<file path="config.mk">
export PLATFORM = sky130hd
export DESIGN_NAME = rtrc_ctrl
export DESIGN_NICKNAME = d
export VERILOG_FILES = /design/src/logic/rtrc_pkg.sv /design/src/logic/rtrc_ctrl.sv /design/src/logic/rtrc_addr_parity.sv
export VERILOG_INCLUDE_DIRS = /design/src /design/src/logic
export SDC_FILE = /design/constraint.sdc
export NUM_CORES = 1
export LEC_CHECK = 0
export BUFFER_PORTS_ARGS = -buffer_cell sky130_fd_sc_hd__clkbuf_2
export CAP_MARGIN = 10
export CORE_MARGIN = 5
export CORE_UTILIZATION = 39
export CTS_CLUSTER_DIAMETER = 100
export DETAILED_ROUTE_END_ITERATION = 7
export GPL_ROUTABILITY_DRIVEN = 0
export PLACE_DENSITY = 0.82
export SETUP_SLACK_MARGIN = 0.4
export SLEW_MARGIN = 20
export SYNTH_ARGS = -nofsm -noshare
export SYNTH_HDL_FRONTEND = slang
export SYNTH_SLANG_ARGS = --single-unit
</file>
<file path="constraint.sdc">
create_clock -name i_clk -period 1.3 [get_ports i_clk]
set_clock_uncertainty 0.2 [all_clocks]
set_input_delay 0.065 -clock i_clk [delete_from_list [all_inputs] [get_ports i_clk]]
set_output_delay 0.065 -clock i_clk [all_outputs]
set_load 0.01 [all_outputs]
</file>
<file path="src/logic/rtrc_consts.svh">
`ifndef RTRC_CONSTS_SVH
`define RTRC_CONSTS_SVH

// ****************************************************************
// configuration word bit positions
// ****************************************************************
`define RTRC_RUN_ENABLE_BIT 8
`define RTRC_SOFT_RESET_BIT 7
`define RTRC_SPARE_HI_BIT 6
`define RTRC_SPARE_LO_BIT 5
`define RTRC_CFG_WIDTH 16

// ****************************************************************
// reset values
// ****************************************************************
`define RTRC_RUN_ENABLE_RST 1'h0
`define RTRC_SOFT_RESET_RST 1'h0
`define RTRC_SPARE_RST 2'h0

// ****************************************************************
// timing counts
// ****************************************************************
`define RTRC_SOFT_RESET_CYCLES 1

`endif

</file>
<file path="src/logic/rtrc_pkg.sv">
package rtrc_pkg;

  // ****************************************************************
  // terminal operating state, gray coded along stopped-run-halted
  // ****************************************************************
  typedef enum logic [1:0] {
    RTRC_STOPPED = 2'h0,
    RTRC_RUNNING = 2'h1,
    RTRC_PAR_HALT = 2'h3
  } rtrc_state_t;

endpackage : rtrc_pkg

</file>
<file path="src/logic/rtrc_ctrl.sv">
`timescale 1ns/100ps
`default_nettype none
`include "rtrc_consts.svh"

module rtrc_ctrl
  import rtrc_pkg::*;
#(
  parameter int ADDR_W = 5
) (
  input wire logic i_clk,
  input wire logic i_reset_n,
  input wire logic i_cfg_wr,
  input wire logic [`RTRC_CFG_WIDTH-1:0] i_cfg_wdata,
  input wire logic [ADDR_W-1:0] i_rt_addr,
  input wire logic i_rt_addr_par,
  input wire logic i_auto_init_busy,
  input wire logic i_status_fail_clr,
  input wire logic i_pending_fail_clr,
  output logic [`RTRC_CFG_WIDTH-1:0] o_cfg_rdata,
  output logic o_rt_run,
  output logic o_soft_reset_start,
  output logic o_status_addr_par_fail,
  output logic o_pending_addr_par_fail,
  output logic o_soft_reset_misuse
);

  // ****************************************************************
  // reset release synchroniser
  // ****************************************************************
  logic rst_meta_reg;
  logic rst_sync_reg;

  always_ff @(posedge i_clk or negedge i_reset_n) begin
    if (!i_reset_n) begin
      rst_meta_reg <= 1'h0;
      rst_sync_reg <= 1'h0;
    end else begin
      rst_meta_reg <= 1'h1;
      rst_sync_reg <= rst_meta_reg;
    end
  end

  wire rst_n;
  assign rst_n = rst_sync_reg;

  // ****************************************************************
  // address parity check
  // ****************************************************************
  logic addr_par_fail;

  rtrc_addr_parity #(
    .ADDR_W(ADDR_W)
  ) u_addr_parity (
    .i_addr(i_rt_addr),
    .i_addr_par(i_rt_addr_par),
    .o_par_fail(addr_par_fail)
  );

  // ****************************************************************
  // host write decode
  // ****************************************************************
  wire wr_run_enable;
  wire wr_soft_reset;
  wire [1:0] wr_spare;

  assign wr_run_enable = i_cfg_wdata[`RTRC_RUN_ENABLE_BIT];
  assign wr_soft_reset = i_cfg_wr & i_cfg_wdata[`RTRC_SOFT_RESET_BIT];
  assign wr_spare = i_cfg_wdata[`RTRC_SPARE_HI_BIT:`RTRC_SPARE_LO_BIT];

  // ****************************************************************
  // configuration bits
  // ****************************************************************
  logic run_enable_reg;
  logic run_enable_next;
  logic soft_reset_reg;
  logic soft_reset_next;
  logic [1:0] spare_reg;
  logic [1:0] spare_next;

  // run enable survives the software reset
  assign run_enable_next = i_cfg_wr ? wr_run_enable : run_enable_reg;

  // self clearing: high for one cycle only
  assign soft_reset_next = wr_soft_reset & ~soft_reset_reg;

  // spare bits store writes, drive nothing, cleared by soft reset
  assign spare_next = soft_reset_reg ? `RTRC_SPARE_RST : (i_cfg_wr ? wr_spare : spare_reg);

  always_ff @(posedge i_clk or negedge rst_n) begin
    if (!rst_n) begin
      run_enable_reg <= `RTRC_RUN_ENABLE_RST;
      soft_reset_reg <= `RTRC_SOFT_RESET_RST;
      spare_reg <= `RTRC_SPARE_RST;
    end else begin
      run_enable_reg <= run_enable_next;
      soft_reset_reg <= soft_reset_next;
      spare_reg <= spare_next;
    end
  end

  // ****************************************************************
  // terminal operating state
  // ****************************************************************
  rtrc_state_t state_reg;
  rtrc_state_t state_next;

  always_comb begin
    state_next = state_reg;
    case (state_reg)
      RTRC_STOPPED: begin
        if (run_enable_reg && addr_par_fail) begin
          state_next = RTRC_PAR_HALT;
        end else if (run_enable_reg) begin
          state_next = RTRC_RUNNING;
        end
      end
      RTRC_RUNNING: begin
        if (!run_enable_reg) begin
          state_next = RTRC_STOPPED;
        end else if (addr_par_fail) begin
          state_next = RTRC_PAR_HALT;
        end
      end
      RTRC_PAR_HALT: begin
        if (!run_enable_reg) begin
          state_next = RTRC_STOPPED;
        end
      end
      default: begin
        state_next = RTRC_STOPPED;
      end
    endcase
  end

  always_ff @(posedge i_clk or negedge rst_n) begin
    if (!rst_n) begin
      state_reg <= RTRC_STOPPED;
    end else begin
      state_reg <= state_next;
    end
  end

  // ****************************************************************
  // address parity fail flags
  // ****************************************************************
  wire par_fail_event;
  logic status_fail_reg;
  logic status_fail_next;
  logic pending_fail_reg;
  logic pending_fail_next;

  // entry into halt; a set beats a clear in the same cycle
  assign par_fail_event = (state_next == RTRC_PAR_HALT) && (state_reg != RTRC_PAR_HALT);
  assign status_fail_next = par_fail_event | (status_fail_reg & ~i_status_fail_clr);
  assign pending_fail_next = par_fail_event | (pending_fail_reg & ~i_pending_fail_clr);

  always_ff @(posedge i_clk or negedge rst_n) begin
    if (!rst_n) begin
      status_fail_reg <= 1'h0;
      pending_fail_reg <= 1'h0;
    end else begin
      status_fail_reg <= status_fail_next;
      pending_fail_reg <= pending_fail_next;
    end
  end

  // ****************************************************************
  // misuse flag: soft reset during self-initialisation
  // ****************************************************************
  logic misuse_reg;
  logic misuse_next;

  // sticky until reset; the reset still launches
  assign misuse_next = misuse_reg | (wr_soft_reset & i_auto_init_busy);

  always_ff @(posedge i_clk or negedge rst_n) begin
    if (!rst_n) begin
      misuse_reg <= 1'h0;
    end else begin
      misuse_reg <= misuse_next;
    end
  end

  // ****************************************************************
  // outputs, all straight from flops
  // ****************************************************************
  logic rt_run_reg;

  always_ff @(posedge i_clk or negedge rst_n) begin
    if (!rst_n) begin
      rt_run_reg <= 1'h0;
    end else begin
      rt_run_reg <= (state_next == RTRC_RUNNING);
    end
  end

  assign o_rt_run = rt_run_reg;
  assign o_soft_reset_start = soft_reset_reg;
  assign o_status_addr_par_fail = status_fail_reg;
  assign o_pending_addr_par_fail = pending_fail_reg;
  assign o_soft_reset_misuse = misuse_reg;

  // ****************************************************************
  // readback word assembly
  // ****************************************************************
  wire [`RTRC_CFG_WIDTH-1:0] rdata_word;

  // unused positions read as zero
  genvar b;
  generate
    for (b = 0; b < `RTRC_CFG_WIDTH; b = b + 1) begin : g_rdata
      if (b == `RTRC_RUN_ENABLE_BIT) begin : g_run
        assign rdata_word[b] = run_enable_reg;
      end else if (b == `RTRC_SOFT_RESET_BIT) begin : g_soft
        assign rdata_word[b] = soft_reset_reg;
      end else if (b == `RTRC_SPARE_HI_BIT) begin : g_spare_hi
        assign rdata_word[b] = spare_reg[1];
      end else if (b == `RTRC_SPARE_LO_BIT) begin : g_spare_lo
        assign rdata_word[b] = spare_reg[0];
      end else begin : g_zero
        assign rdata_word[b] = 1'h0;
      end
    end
  endgenerate

  assign o_cfg_rdata = rdata_word;

endmodule : rtrc_ctrl

`default_nettype wire

</file>
<file path="src/logic/rtrc_addr_parity.sv">
`timescale 1ns/100ps
`default_nettype none

module rtrc_addr_parity #(
  parameter int ADDR_W = 5
) (
  input wire logic [ADDR_W-1:0] i_addr,
  input wire logic i_addr_par,
  output logic o_par_fail
);

  // ****************************************************************
  // odd parity over address plus parity pin
  // ****************************************************************
  wire [ADDR_W:0] chain;

  assign chain[0] = i_addr_par;

  genvar g;
  generate
    for (g = 0; g < ADDR_W; g = g + 1) begin : g_xor
      assign chain[g+1] = chain[g] ^ i_addr[g];
    end
  endgenerate

  // even count of ones means a bad address
  assign o_par_fail = ~chain[ADDR_W];

endmodule : rtrc_addr_parity

`default_nettype wire

</file>
==> run summary, run 1 <==
Status = finished with violations
Failing checks = negative hold slack
Final hold vios = 17
Crit path largest cell delay = 450 ps
End-of-flow core utilization = 0.608
Initial DRC count = 3
Maximum VDD drop = 0.912 mV
Initial antenna violation count = 0
Filler cells = 112
Commonest non-fill, non-tap cell in the layout = clkbuf_2
Root Buffer = clkbuf_4
Worst path buffer plus inverter count = 1
Drc violations = 0
PD cells = 1280 mW/mm2
Hold slack = -180 ps
Reg clk slew, reported paths = 80 ps
Synth cell types = 16
Antenna diodes = 0
Dpl ws = 54.0 ps
Clk_lat worst skew = 260 ps
Initial Utilization = 0.424
Final worst slack = 182 ps
Via density = 4.19
Pin count of the biggest net entering global routing = 11
Core Region = 0.00135 mm2
Setup crit end kind = primary output
Worst Path Arrival = 850 ps
Pre-Repair DR Iteration Count = 2
Most frequent cells in the layout = clkbuf_2 (23), conb_1 (13), dfrtp_1 (11), buf_4 (6), dlygate4sd3_1 (4)
Hold buffer count at CTS = 4
Area fraction in compound gates after synthesis = 0.0633
Max Slew Vio Count = 0
Number of global-route vias before repair = 454
RSZ-0062 raised after global routing = yes
Startpoint types = register
Final Cycle Share = 0.860
Gr usage total = 0.103
DP Wirelength = 923 um
Port bufs = 24
Total CTS buffers = 3
Chip Width = 48.3 um
Simple-gate portion of the synthesized area = 0.0437
Global-route wire length before repair = 1.94 mm
H-tree depth = 1
Share of layout cells above drive strength 1 = 0.529
Routed WL = 1.21 mm
CTS max path bufs = 2
CTS tree = done
Required time of the critical path = 1030 ps
Antenna viol nets, final = 0
Yosys warns = 0
Syn Inst Count = 49
Wire per inst = 12.1 um
XOR/XNOR share of the synthesized area = 0.0983
Die Ht = 48.3 um
Maximum fanout along the worst path = 4
Area Overhead vs Synth = 43.2%
Via count = 419
HP Class = in -> reg
Die footprint = 0.00234 mm2
Flops & latches, synth = 12
Gr ovfl total = 0
Critical Path, Cell by Cell = buf_6
Critical-path top delay cell = dfrtp_2
Sequential fraction of the synthesis area = 0.524
Synth Area in Adders = 0
Maximum capacitance violations = 0
Largest family of logic cells by synthesized area = buffers and inverters
Syn avg cell area = 11.7 um2
Setup violators final = 0
Mux share of post-synthesis cell area = 0.0546
Final Net Count = 114
Post-Syn Area = 573 um2
Cell family with most CP delay = flip-flops
Critical path class = reg -> out
Leak Pwr = 0.454 nW
Tmin final = 1120 ps
Ports = 49
Sinks on Clock Net = 12
Final TNS setup = 0 ps
Rows = 13
Max Clk Rate = 0.895 GHz
## path summary, 6_finish.rpt
path | startpoint | end | depth (start not counted) | slack [ps]
min in group asynchronous | i_reset_n | rst_meta_reg | 2 | -90
hold reg to reg | rst_n | o_pending_addr_par_fail | 0 | -40
setup reg to reg | run_enable_reg | o_pending_addr_par_fail | 3 | 260
hold / removal | i_cfg_wdata[8] | run_enable_reg | 2 | -180
setup / recovery | run_enable_reg | o_cfg_rdata[8] | 1 | 180
max in group asynchronous | rst_n | run_enable_reg | 0 | 620
## cell type report
| type | count | area (um2) | area share |
|---|---|---|---|
| sequential | 12 | 302 | 0.367 |
| multi-input combinational | 31 | 230 | 0.280 |
| timing repair buffer | 35 | 223 | 0.271 |
| clock buffer | 4 | 36.3 | 0.0442 |
| tap | 15 | 18.8 | 0.0229 |
| inverter | 3 | 11.3 | 0.0137 |
## power breakdown
part / internal, mW / switching, mW / total (mW)
logic: 0.157 / 0.137 / 0.294
registers: 0.428 / 0.0346 / 0.463
clock network: 0.170 / 0.120 / 0.291
total: 0.755 / 0.292 / 1.05
## synthesized netlist by cell type, drive strengths merged
library cell / n / area (um2)
a31o: 1 / 8.76
buf: 14 / 105
mux2: 1 / 11.3
nor2: 3 / 11.3
o21a: 1 / 7.51
nand2: 2 / 7.51
o22ai: 2 / 12.5
a21boi: 1 / 7.51
inv: 3 / 11.3
conb: 2 / 7.51
mux2i: 2 / 20.0
xnor2: 3 / 33.8
nor2b: 1 / 6.26
dfrtp: 12 / 300
xnor3: 1 / 22.5
## per-layer routing
layer / wire (um) / GRT usage
met3: 161 / 0.0612
met4: 0 / 0.0276
met2: 615 / 0.178
met1: 433 / 0.102
met5: 0 / 0
## through the flow
stage	cell area, um2	power, mW	std cells
after global placement	659	0.671	85
after floorplan	626	0.624	60
after global routing	821	1.11	100
after CTS	785	1.03	98
after detailed placement	659	0.686	85
final	821	1.05	100
## logic make-up (layout without fill, tap and decap cells)
kind of cell,count (synthesis),after routing
other,2,13
xor gates and xnor gates,4,4
and+or+nand+nor,6,6
AOI/OAI and AO/OA,5,5
buffers and inverters,17,42
DFF,12,12
muxes,3,3
## timing repair
action / 4_1_cts / 5_1_grt
hold endpoints to repair: 19 / 7
pin swaps: 2 / 0
cloned: 0 / 0
buffers inserted: 5 / 2
resized for setup: 4 / 7
endpoints found under the setup margin: 15 / 19
Power figures use the tool's default switching activity.
==> inputs of run 2 (changes only) <==
SYNTH_HIERARCHICAL = 1   (was unset)
==> run 2 against run 1 <==
  * The flow still finishes with violations (negative hold slack)
  * Synthesized cell count up 2.0%
  * Register-to-register slack about the same
  * Die area up 0.52%
  * Wire length down 3.9%
  * Via count down 0.48%
  * Cell count down 2.0%
  * Critical path type unchanged
  * Non-clock buffer count down 3
  * Clock power down 1%
  * Combinational power down 13%
==> run summary, run 2 <==
Status = finished with violations
Failing checks = negative hold slack
Required time of the critical path = 1030 ps
Initial DRC count = 1
Maximum fanout along the worst path = 3
Initial Utilization = 0.427
Via count = 417
Dpl ws = 11.6 ps
Final hold vios = 17
Via density = 4.26
Global-route wire length before repair = 1.93 mm
Clk_lat worst skew = 270 ps
Design Area, Final = 803 um2
Chip Width = 48.5 um
Drc violations = 0
Worst Path Arrival = 810 ps
Total CTS buffers = 3
Synth area leaders = dfrtp_1 (52%), buf_4 (18%), mux2i_1 (5.2%)
Final TNS setup = 0 ps
Port bufs = 24
Gr ovfl total = 0
Syn Inst Count = 50
Hold buffer count at CTS = 4
Setup violators final = 0
Share of layout cells above drive strength 1 = 0.434
Rows = 13
Post-synthesis cell type with the largest combined area = dfrtp_1
Root Buffer = clkbuf_4
RSZ-0062 raised after global routing = yes
Worst path buffer plus inverter count = 1
Tmin final = 1080 ps
Most frequent cells in the layout = clkbuf_2 (21), conb_1 (13), dfrtp_1 (12), buf_6 (5), dlygate4sd3_1 (4)
Number of global-route vias before repair = 435
DP Wirelength = 873 um
Core Region = 0.00135 mm2
Syn avg cell area = 11.5 um2
Commonest cells in the synthesized netlist = buf_4 (14), dfrtp_1 (12), inv_1 (3), mux2i_1 (3), nor2_1 (3)
Maximum VDD drop = 0.909 mV
Filler cells = 122
Gr usage total = 0.108
Reg clk slew, reported paths = 80 ps
Hold slack = -172 ps
Startpoint types = register
Leak Pwr = 0.442 nW
Critical Path, Cell by Cell = clkbuf_2
Area Overhead vs Synth = 39.3%
Max Clk Rate = 0.927 GHz
Pin count of the biggest net entering global routing = 11
Pre-Repair DR Iteration Count = 2
Ports = 49
Cell Area, Placed = 663 um2
Routed WL = 1.16 mm
Sequential fraction of the synthesis area = 0.521
H-tree depth = 1
EDFF count, synth = 0
CTS tree = done
Cell family with most CP delay = flip-flops
Antenna diodes = 0
HP Class = in -> reg
Die Ht = 48.5 um
Setup crit end kind = primary output
Predominant post-synthesis flop cell = dfrtp_1
Most common cell in the netlist = buf_4
Yosys warns = 6
Synth cell types = 17
Wire per inst = 11.9 um
Critical-path top delay cell = dfrtp_1
Flops & latches, synth = 12
Sinks on Clock Net = 12
Max Slew Vio Count = 0
Post-synth top area share = 0.521
CTS max path bufs = 2
Crit path largest cell delay = 410 ps
Critical path class = reg -> out
Maximum capacitance violations = 0
Post-Syn Area = 577 um2
Commonest non-fill, non-tap cell in the layout = clkbuf_2
Final Cycle Share = 0.830
PD cells = 1260 mW/mm2
Die footprint = 0.00235 mm2
Final Net Count = 112
Antenna viol nets, final = 0
Initial antenna violation count = 0
Final worst slack = 221 ps
Ys async rst share = 1.00
run 2: final timing paths:
path	start	to	slack [ps]	depth (start not counted)
max in group asynchronous	rst_n	o_pending_addr_par_fail	660	0
min in group asynchronous	i_reset_n	rst_n	-90	2
worst min register to register	rst_n	o_rt_run	-40	0
worst max-delay path	run_enable_reg	o_cfg_rdata[8]	220	1
worst max register to register	run_enable_reg	o_pending_addr_par_fail	250	3
worst min-delay path	i_cfg_wdata[8]	run_enable_reg	-170	2
run 2: cells by family after synthesis:
kind of cell           share of synthesized area
buffers and inverters                      0.202
flip-flops                                 0.521
AND/OR/NAND/NOR                           0.0629
AO/OA/AOI/OAI                             0.0456
XOR/XNOR                                  0.0846
multiplexers                              0.0716
other                                     0.0130
run 2: layout make-up:
cell class	instances	area (um2)	area share
timing repair buffer	32	216	0.269
multi-input combinational	32	220	0.274
inverter	3	11.3	0.0140
sequential	12	300	0.374
tap	15	18.8	0.0234
clock buffer	4	36.3	0.0452
run 2: timing repair:
item | in CTS | in global routing
gates cloned | 0 | 0
pin swaps | 0 | 3
endpoints found under the setup margin | 15 | 19
gates resized for setup | 0 | 8
hold endpoints to repair | 19 | 17
buffers inserted | 4 | 0
run 2: metal layers:
layer | track usage | part of all wire | wire length (um)
met5 | 0 | 0 | 0
met4 | 0.0807 | 0.029 | 34
met3 | 0.0428 | 0.11 | 131
met2 | 0.189 | 0.53 | 612
met1 | 0.0962 | 0.33 | 385
run 2: stage by stage:
| stage | power [mW] | hold WS [ps] | utilization | instances |
|---|---|---|---|---|
| after floorplan | 0.624 | -431 | - | 61 |
| after global placement | 0.670 | -348 | 0.491 | 86 |
| after detailed placement | 0.678 | -341 | 0.491 | 86 |
| after CTS | 1.00 | -181 | 0.570 | 98 |
| after global routing | 1.08 | -174 | 0.595 | 98 |
| final | 1.01 | -172 | 0.595 | 98 |
run 2: where the power goes:
| part | internal, mW | switching [mW] | total, mW |
|---|---|---|---|
| clock | 0.170 | 0.117 | 0.287 |
| sequential | 0.427 | 0.0397 | 0.466 |
| combinational | 0.138 | 0.118 | 0.256 |
| total | 0.734 | 0.276 | 1.01 |
==> inputs of run 3 (changes only) <==
ABC_AREA = 1   (was unset)
CORE_ASPECT_RATIO = 0.8   (was unset)
CORE_UTILIZATION = 38   (was 39)
PLACE_DENSITY = 0.77   (was 0.82)
clock period = 1.1 ns   (was 1.3 ns; I/O delays follow)
==> run 3 against run 2 <==
  * The run still ends with negative hold slack left
  * Largest power group unchanged
  * Die area is 12% higher
  * Sequential power grew 12%
  * Critical endpoint is now o_soft_reset_start
  * Synthesized cell count is 64% higher
==> run summary, run 3 <==
Status = finished with violations
Failing checks = negative hold slack
CTS max path bufs = 2
Drc violations = 0
Chip Width = 56.2 um
Critical-path top delay cell = dfrtp_2
RSZ-0062 raised after global routing = yes
Most frequent cells in the layout = nand2_1 (18), clkbuf_2 (18), conb_1 (13), dfrtp_1 (10), inv_1 (7)
Most common cell in the netlist = nand2_1
HP Class = in -> reg
Post-synth top area share = 0.462
Area Overhead vs Synth = 35.6%
Wire per inst = 9.08 um
Final TNS setup = 0 ps
End-of-flow core utilization = 0.542
Syn Inst Count = 82
Port bufs = 24
Maximum capacitance violations = 0
Required time of the critical path = 840 ps
Critical path class = reg -> out
Via count = 532
Die footprint = 0.00264 mm2
EDFF count, synth = 0
Gr ovfl total = 0
Psw = 332 uW
CTS tree = done
Yosys warns = 6
Dpl ws = 22.6 ps
Register-to-register path setup slack = 70 ps
Initial Utilization = 0.399
Reg clk slew, reported paths = 70 ps
Clk_lat worst skew = 270 ps
Worst path buffer plus inverter count = 1
Max Clk Rate = 0.914 GHz
Synth cell types = 14
Share of layout cells above drive strength 1 = 0.477
Combinational share of power = 0.244
Flop pwr share = 0.456
Pin count of the biggest net entering global routing = 11
Pre-Repair DR Iteration Count = 1
Max Slew Vio Count = 0
Total power = 1.14 mW
Core Region = 0.00163 mm2
Gr usage total = 0.0979
Antenna diodes = 0
Setup crit end kind = primary output
Maximum fanout along the worst path = 4
Post-synthesis cell type with the largest combined area = dfrtp_1
Rows = 13
Ports = 49
Total CTS buffers = 3
Ys async rst share = 1.00
Design Area, Final = 881 um2
Leak Pwr = 0.506 nW
Clock network fraction of total power = 0.300
Antenna viol nets, final = 0
Internal power = 808 uW
Startpoint types = register
Root Buffer = clkbuf_4
Global-route wire length before repair = 1.93 mm
Placed cell count = 125
Hold buffer count at CTS = 1
Syn avg cell area = 7.92 um2
Worst Path Arrival = 840 ps
Hold slack = -258 ps
Setup violators final = 0
Final Net Count = 140
Final hold vios = 19
Sw Ratio = 0.291
Critical Path, Cell by Cell = clkbuf_2
Number of global-route vias before repair = 485
Final Cycle Share = 0.995
Cell Area, Placed = 757 um2
Die Ht = 47.0 um
PD cells = 1290 mW/mm2
Predominant post-synthesis flop cell = dfrtp_1
H-tree depth = 1
Final worst slack = 5.73 ps
Initial antenna violation count = 0
Post-Syn Area = 649 um2
DP Wirelength = 973 um
Cell family with most CP delay = flip-flops
Flops & latches, synth = 12
Tmin final = 1090 ps
Final Instance Count excl. Fillers = 133
Via density = 4.00
Commonest cells in the synthesized netlist = nand2_1 (21), buf_4 (14), inv_1 (14)
Maximum VDD drop = 0.733 mV
Synth area leaders = dfrtp_1 (46%), buf_4 (16%), nand2_1 (12%)
Sequential fraction of the synthesis area = 0.462
Routed WL = 1.21 mm
Sinks on Clock Net = 12
Crit path largest cell delay = 430 ps
Initial DRC count = 0
Filler cells = 145
[run 3: worst register-to-register path: cells and delay by family (launching register included)]
family	cells	cell delay (ps)
AND/OR/NAND/NOR	3	180
buffers and inverters	1	160
flip-flops	1	430
[run 3: logic make-up (layout without fill, tap and decap cells)]
kind of cell	after synthesis	after routing	share of synthesized area
flip-flops	12	12	0.462
other	2	13	0.0116
AO/OA/AOI/OAI	4	4	0.0405
AND/OR/NAND/NOR	34	34	0.216
XOR/XNOR	2	2	0.0270
buffers and inverters	28	46	0.243
[run 3: layout make-up]
cell class                      count  area (um2)  share of cell area
Inverter                           14        55.1              0.0625
Multi-Input combinational cell     53         297               0.337
Clock buffer                        4        36.3              0.0412
Timing Repair Buffer               28         163               0.185
Tap cell                           22        27.5              0.0312
Sequential cell                    12         303               0.344
[run 3: path summary, 6_finish.rpt]
check	startpoint	end	depth (start not counted)
max in group asynchronous	rst_n	o_soft_reset_start	0
min	i_pending_fail_clr	o_pending_addr_par_fail	2
max	o_soft_reset_start	o_soft_reset_start	1
max reg2reg	o_soft_reset_start	spare_reg[0]	4
min in group asynchronous	i_reset_n	rst_meta_reg	2
min reg2reg	rst_n	run_enable_reg	0
[run 3: what timing repair did]
action / CTS / global route
gates resized for setup: 8 / 17
setup endpoints to repair: 19 / 29
buffers inserted: 3 / 0
pin swaps: 3 / 1
hold endpoints to repair: 19 / 19
[run 3: power by group through the flow]
stage               clock network, mW  registers (mW)  logic, mW
floorplan                           0           0.537      0.156
global placement                    0           0.525      0.206
detailed placement                  0           0.527      0.211
CTS                             0.355           0.517      0.244
global route                    0.385           0.528      0.311
finish                          0.342           0.520      0.278
[run 3: routing by layer]
metal / vias to the layer above / GRT usage / routed length [um]
li1: 273 / - / -
met1: 236 / 0.0875 / 382
met2: 20 / 0.196 / 700
met3: 3 / 0.0467 / 112
met4: 0 / 0.0427 / 13
met5: - / 0 / 0
